[src/bus_hold_consts.vh]
// constants for the external bus hold arbiter and reset float logic
// assumes one processor clock; all counts are in periods of that clock
// Notes on behaviour
// - hold request is asynchronous; two flip-flops sample it before use
// - bus floats no sooner than four clocks after request goes low
// - grant goes low within two clocks after bus floats
// - grant releases four to seven clocks after request goes high
// - bus driven again three to six clocks after request goes high
// - pending external access completes before grant is given
// - grant may wait for ready-stretched access or eight-burst sdram run
// - with bus idle, grant comes after only the minimum delay
// - hold-ignore setting high defers the grant while it stays high; the code checks it only in idle, before draining starts
// - chip enables, byte enables, data, address and all strobes float when granted
// - response to reset input change comes no sooner than one clock
// - bus, host data and serial clock, frame, transmit pins float in reset
`ifndef BUS_HOLD_CONSTS_VH
`define BUS_HOLD_CONSTS_VH
`define CLK_PERIOD_NS 8
`define FLOAT_DELAY_P 4
`define GRANT_DELAY_P 1
`define RELEASE_DRIVE_P 4
`define RELEASE_GRANT_P 5
`define CNT_W 3
`define SYNC_STAGES 2
`define SYNC_LAT_P 3
`define ONE_CLK_P 1
`endif

[src/ext_bus_hold_and_reset_release.v]
// hold arbiter for the external memory port plus reset-time float control
// assumes access_busy comes from the memory controller on ref_clk; hold_req_n is asynchronous
// assumes sys_rst and hold_ignore_setting already live on ref_clk
`timescale 1ns/1ps
`include "bus_hold_consts.vh"
module ext_bus_hold_and_reset_release
#(
    parameter FLOAT_DELAY = `FLOAT_DELAY_P,
    parameter GRANT_DELAY = `GRANT_DELAY_P,
    parameter RELEASE_DRIVE = `RELEASE_DRIVE_P,
    parameter RELEASE_GRANT = `RELEASE_GRANT_P,
    parameter CNT_W = `CNT_W
)
(
    input wire ref_clk,
    input wire sys_rst,
    input wire clk_en,
    input wire hold_req_n,
    input wire hold_ignore_setting,
    input wire access_busy,
    output wire access_inhibit,
    output reg bus_hold_grant_n,
    output reg ext_bus_float,
    output reg reset_float,
    output wire ext_bus_oe_n,
    output wire host_serial_oe_n
);
    localparam ST_IDLE = 3'h0;
    localparam ST_DRAIN = 3'h1;
    localparam ST_WAIT = 3'h2;
    localparam ST_FLOAT = 3'h3;
    localparam ST_GRANT = 3'h4;
    localparam ST_UNFLOAT = 3'h5;
    localparam ST_UNGRANT = 3'h6;

    // the synchroniser and the idle decode already spend part of each delay
    localparam FLOAT_WAIT = FLOAT_DELAY - `SYNC_LAT_P;
    localparam GRANT_WAIT = GRANT_DELAY - `ONE_CLK_P;
    localparam DRIVE_WAIT = RELEASE_DRIVE - `SYNC_LAT_P;
    localparam UNGRANT_WAIT = RELEASE_GRANT - RELEASE_DRIVE - `ONE_CLK_P;

    wire req_n_sync;
    wire req_sync;
    wire start_ok;
    wire drain_done;
    wire float_due;
    wire grant_due;
    wire drive_due;
    wire ungrant_due;

    reg [2:0] state;
    reg [2:0] next_state;
    reg [CNT_W-1:0] cnt;
    reg [CNT_W-1:0] next_cnt;
    reg next_float;
    reg next_grant_n;
    reg rst_seen;

    // a request missing the sampling edge lands one clock later
    level_sync
    #(
        .STAGES(`SYNC_STAGES),
        .RESET_VAL(1'b1)
    )
    req_sync_inst
    (
        .ref_clk(ref_clk),
        .sys_rst(sys_rst),
        .clk_en(clk_en),
        .async_in(hold_req_n),
        .sync_out(req_n_sync)
    );

    assign req_sync = ~req_n_sync;

    assign start_ok = req_sync && !hold_ignore_setting;
    assign drain_done = !access_busy;
    assign float_due = (cnt >= FLOAT_WAIT);
    assign grant_due = (cnt >= GRANT_WAIT);
    assign drive_due = (cnt >= DRIVE_WAIT);
    assign ungrant_due = (cnt >= UNGRANT_WAIT);

    // float/grant sequence; counts start once the request leaves the synchroniser
    always @*
    begin
        next_state = state;
        case (state)
            ST_IDLE:
            begin
                if (start_ok)
                begin
                    next_state = ST_DRAIN;
                end
            end

            ST_DRAIN:
            begin
                if (!req_sync)
                begin
                    next_state = ST_IDLE;
                end
                else if (drain_done)
                begin
                    next_state = ST_WAIT;
                end
            end

            ST_WAIT:
            begin
                // a request dropped before the float is abandoned quietly
                if (!req_sync)
                begin
                    next_state = ST_IDLE;
                end
                else if (float_due)
                begin
                    next_state = ST_FLOAT;
                end
            end

            ST_FLOAT:
            begin
                if (grant_due)
                begin
                    next_state = ST_GRANT;
                end
            end

            ST_GRANT:
            begin
                if (!req_sync)
                begin
                    next_state = ST_UNFLOAT;
                end
            end

            ST_UNFLOAT:
            begin
                if (drive_due)
                begin
                    next_state = ST_UNGRANT;
                end
            end

            ST_UNGRANT:
            begin
                if (ungrant_due)
                begin
                    next_state = ST_IDLE;
                end
            end

            default:
            begin
                next_state = ST_IDLE;
            end
        endcase
    end

    // the drain count runs on into the float wait, so a drain floats at once unless it lasted a multiple of eight clocks
    always @*
    begin
        next_cnt = cnt + 1'b1;
        if ((state == ST_IDLE) || (state == ST_GRANT))
        begin
            next_cnt = {CNT_W{1'b0}};
        end
        else if ((next_state == ST_FLOAT) || (next_state == ST_GRANT) || (next_state == ST_UNGRANT)
            || (next_state == ST_IDLE))
        begin
            next_cnt = {CNT_W{1'b0}};
        end
    end

    // pad controls decoded from the next state so they leave flip-flops
    always @*
    begin
        next_float = 1'b0;
        next_grant_n = 1'b1;
        case (next_state)
            ST_FLOAT:
            begin
                next_float = 1'b1;
            end

            ST_GRANT:
            begin
                next_float = 1'b1;
                next_grant_n = 1'b0;
            end

            ST_UNFLOAT:
            begin
                next_float = 1'b1;
                next_grant_n = 1'b0;
            end

            ST_UNGRANT:
            begin
                next_grant_n = 1'b0;
            end

            default:
            begin
                next_float = 1'b0;
                next_grant_n = 1'b1;
            end
        endcase
    end

    always @(posedge ref_clk)
    begin
        if (sys_rst)
        begin
            state <= ST_IDLE;
            cnt <= {CNT_W{1'b0}};
        end
        else if (clk_en)
        begin
            state <= next_state;
            cnt <= next_cnt;
        end
    end

    // grant flop kept apart so the acknowledge pin has no decode glitch
    always @(posedge ref_clk)
    begin
        if (sys_rst)
        begin
            bus_hold_grant_n <= 1'b1;
        end
        else if (clk_en)
        begin
            bus_hold_grant_n <= next_grant_n;
        end
    end

    always @(posedge ref_clk)
    begin
        if (sys_rst)
        begin
            ext_bus_float <= 1'b0;
        end
        else if (clk_en)
        begin
            ext_bus_float <= next_float;
        end
    end

    // reset float ignores clk_en so the pins float on any reset
    always @(posedge ref_clk)
    begin
        rst_seen <= sys_rst;
        reset_float <= rst_seen;
    end

    // no new access from the moment draining ends until the grant is released
    assign access_inhibit = (state != ST_IDLE) && (state != ST_DRAIN);
    assign ext_bus_oe_n = ext_bus_float | reset_float;
    assign host_serial_oe_n = reset_float;
endmodule

// level synchroniser for a pin from outside the clock domain
// only the last stage is read; the first may go metastable
module level_sync
#(
    parameter STAGES = `SYNC_STAGES,
    parameter [0:0] RESET_VAL = 1'b0
)
(
    input wire ref_clk,
    input wire sys_rst,
    input wire clk_en,
    input wire async_in,
    output wire sync_out
);
    reg [STAGES-1:0] stage;

    always @(posedge ref_clk)
    begin
        if (sys_rst)
        begin
            stage <= {STAGES{RESET_VAL}};
        end
        else if (clk_en)
        begin
            stage <= {stage[STAGES-2:0], async_in};
        end
    end

    assign sync_out = stage[STAGES-1];
endmodule

[config.mk]
export PLATFORM = sky130hd
export DESIGN_NAME = ext_bus_hold_and_reset_release
export DESIGN_NICKNAME = d
export VERILOG_FILES = /design/src/ext_bus_hold_and_reset_release.v
export VERILOG_INCLUDE_DIRS = /design/src
export SDC_FILE = /design/constraint.sdc
export NUM_CORES = 1
export LEC_CHECK = 0
export ABC_AREA = 1
export BUFFER_PORTS_ARGS = -buffer_cell sky130_fd_sc_hd__buf_4
export CAP_MARGIN = 20
export CORE_ASPECT_RATIO = 0.8
export CORE_UTILIZATION = 35
export DETAILED_ROUTE_END_ITERATION = 10
export SLEW_MARGIN = 20
export SYNTH_ARGS = -nofsm -noshare
export SYNTH_HDL_FRONTEND = slang
export SYNTH_HIERARCHICAL = 1
export SYNTH_SLANG_ARGS = --single-unit
[constraint.sdc]
create_clock -name ref_clk -period 1.85 [get_ports ref_clk]
set_input_delay 0.37 -clock ref_clk [delete_from_list [all_inputs] [get_ports ref_clk]]
set_output_delay 0.37 -clock ref_clk [all_outputs]
set_load 0.05 [all_outputs]
==> results.cfg <==
[setup_path]
reg2reg_depth = 10
worst_setup_path_start_kind = flop
path_class = flop to flop
r2r_slack_ps = 390
crit_path_end_kind = flop
startpoint = cnt[1]
r2r-end = cnt[1]
path_max_fanout = 4
arrival_ps = 1630
required_ps = 2020
reg2reg_from = cnt[1]

[clock_tree]
htreeDepth = 1
clk_latency_ps = 270
post_cts_resized = 0
cts.sinks = 12
cts_hold_buf = 0
cts_made_buffers = 3
cts_setup_buffers = 0
cts_tree = built
clk_pin_slew_ps = 80
clk_path_buf_depth = 2
cts-root-buf = clkbuf_4

[logic_synthesis]
synth_seq_cells = 12
synthCells = 95
syn_nets = 103
syn_avg_cell_area_um2 = 6.69
synth.area.top_cells = dfxtp_1, nand2_1, nand3_1
syn_area_um2 = 636
synth_top_cell_by_area = dfxtp_1
synth.distinct_cells = 17
yosys.area.top_type_share_pct = 37.8
ys.warnings.count = 6
ys_seq_area_share_pct = 37.8

[power]
totalPowerFinal_w = 0.000566
p_leak_nw = 0.395
power_density_mw_per_mm2 = 743
ir_drop_uv = 379

[cells_and_area]
diodes = 0
mostFrequentLayoutCells = nand2_1, inv_1, dfxtp_1
final_common_cell = nand2_1
fin_util_pct = 45.9
multi_input_area_um2 = 323
fill_cells = 187
stdcell_count = 129
nets = 116
drive_gt1_share_pct = 21.5
syn_to_final_growth_pct = 19.9
regArea_um2 = 240

[die]
coreArea_mm2 = 0.00166
start_util_pct = 38.3
die_w_um = 49.6
pin_count = 12
num_rows = 13
dieArea_mm2 = 0.00199
die-height_um = 40.1

[sta]
min_period_over_period_pct = 79.1
fin_skew_ps = 7.84
setup_tns_ps = 0
maxSlewViolCount = 0
rsz0062_at_grt = false
setup_viol = 0
finalHoldViolCount = 0
layout_min_cycle_time_ps = 1460
relSlewSlack_pct = 80.3
max_freq_ghz = 0.683
tightest_slew_ps = 295

[routing]
wl_um = 1280
post_drt_via_cell_ratio = 4.53
drtPass1Iterations = 4
ant_nets = 0
drtIter0Drc = 9
drc_errors = 0
vias = 585
detail_route.wl_per_cell_um = 9.91

[min_path]
min_path_cells = 1
holdPathEnd = rst_seen
hold_path_class = input pin to flop
holdCritStartpoint = sys_rst

[global_route]
grt.total_usage_pct = 14.6
grt_max_degree = 12
grt_pass1_wl_um = 2070
grt_pass1_vias = 481
grt-ovfl-total = 0
antenna_found_initial = 0

[placement]
routabilityCongestion = 0.742
io_buffers = 11
place_inst = 125
hpwl_um = 973

[flow_run]
max_cap_viol_count = 0

[outcome]
outcome = completed
-- per-layer routing --
layer | vias to the layer above | wire (um) | global-route usage (%)
li1 | 320 | - | -
met1 | 244 | 677 | 19.3
met2 | 19 | 529 | 22.3
met3 | 2 | 57 | 3.41
met4 | 0 | 15 | 8.57
met5 | - | 0 | 0
-- worst max-delay path, stage by stage (launching register included) --
cell and delay [ps]:
dfxtp_1 380, inv_1 60, ha_1 170, nor2_1 200, nand3_1 100, nand2_1 60, inv_1 30, nor2_1 140
nand2_2 80, nand3_1 70, a21oi_1 60
-- stage by stage --
| step | cell area [um^2] | hold WS (ps) | setup WS, ps |
|---|---|---|---|
| floorplan | 636 | 310 | 405 |
| global placement | 726 | 314 | 411 |
| detailed placement | 726 | 315 | 400 |
| CTS | 762 | 262 | 383 |
| global route | 762 | 256 | 235 |
| finish | 762 | 263 | 387 |
-- worst max path at each step --
stage	cells after the start	end	slack [ps]
4_1_cts	10	cnt[0]	380
3_5_place_dp	10	cnt[0]	400
5_1_grt	10	cnt[1]	240
2_1_floorplan	9	cnt[0]	400
3_3_place_gp	10	cnt[2]	410
6_report	10	cnt[1]	390
-- where the power goes --
group,internal [W],switching [W],leakage [nW]
clock,0.000119,0.0000878,0.0210
combinational,0.0000286,0.0000540,0.275
sequential,0.000267,0.00000924,0.0984
-- cell usage after synthesis --
| cell | count |
|---|---|
| xnor2_1 | 1 |
| o211ai_1 | 1 |
| inv_1 | 13 |
| nor2_2 | 2 |
| nor3_1 | 3 |
| or2_2 | 1 |
| inv_2 | 1 |
| nand3_1 | 11 |
| buf_2 | 1 |
| nor2_1 | 7 |
| ha_1 | 2 |
| nand2_2 | 4 |
| buf_4 | 2 |
| a21oi_1 | 5 |
| o21ai_0 | 6 |
| dfxtp_1 | 12 |
| nand2_1 | 23 |
-- sequential cells by signal, summed over array words and instances, names as in the netlist --
| register | cells |
|---|---|
| cnt | 3 |
| rst_seen | 1 |
| host_serial_oe_n | 1 |
| req_sync_inst/stage | 2 |
| ext_bus_float | 1 |
| state | 3 |
| bus_hold_grant_n | 1 |
-- layout make-up --
type | instances | share of cell area (%)
multi-input cells | 66 | 42.4
flip-flops and latches | 12 | 31.5
clock buffers | 4 | 4.76
well taps | 22 | 3.61
repair buffers | 11 | 10.8
inverters | 14 | 6.90
-- logic make-up (layout without fill, tap and decap cells) --
family,after synthesis,in the layout,share of synthesized area [%]
xor gates and xnor gates,1,1,1.38
AOI/OAI and AO/OA,12,12,9.84
adders and majority gates,2,2,3.94
buffers and inverters,17,29,11.4
and+or+nand+nor,51,51,35.6
DFF,12,12,37.8
(Power assumes the default switching activity.)
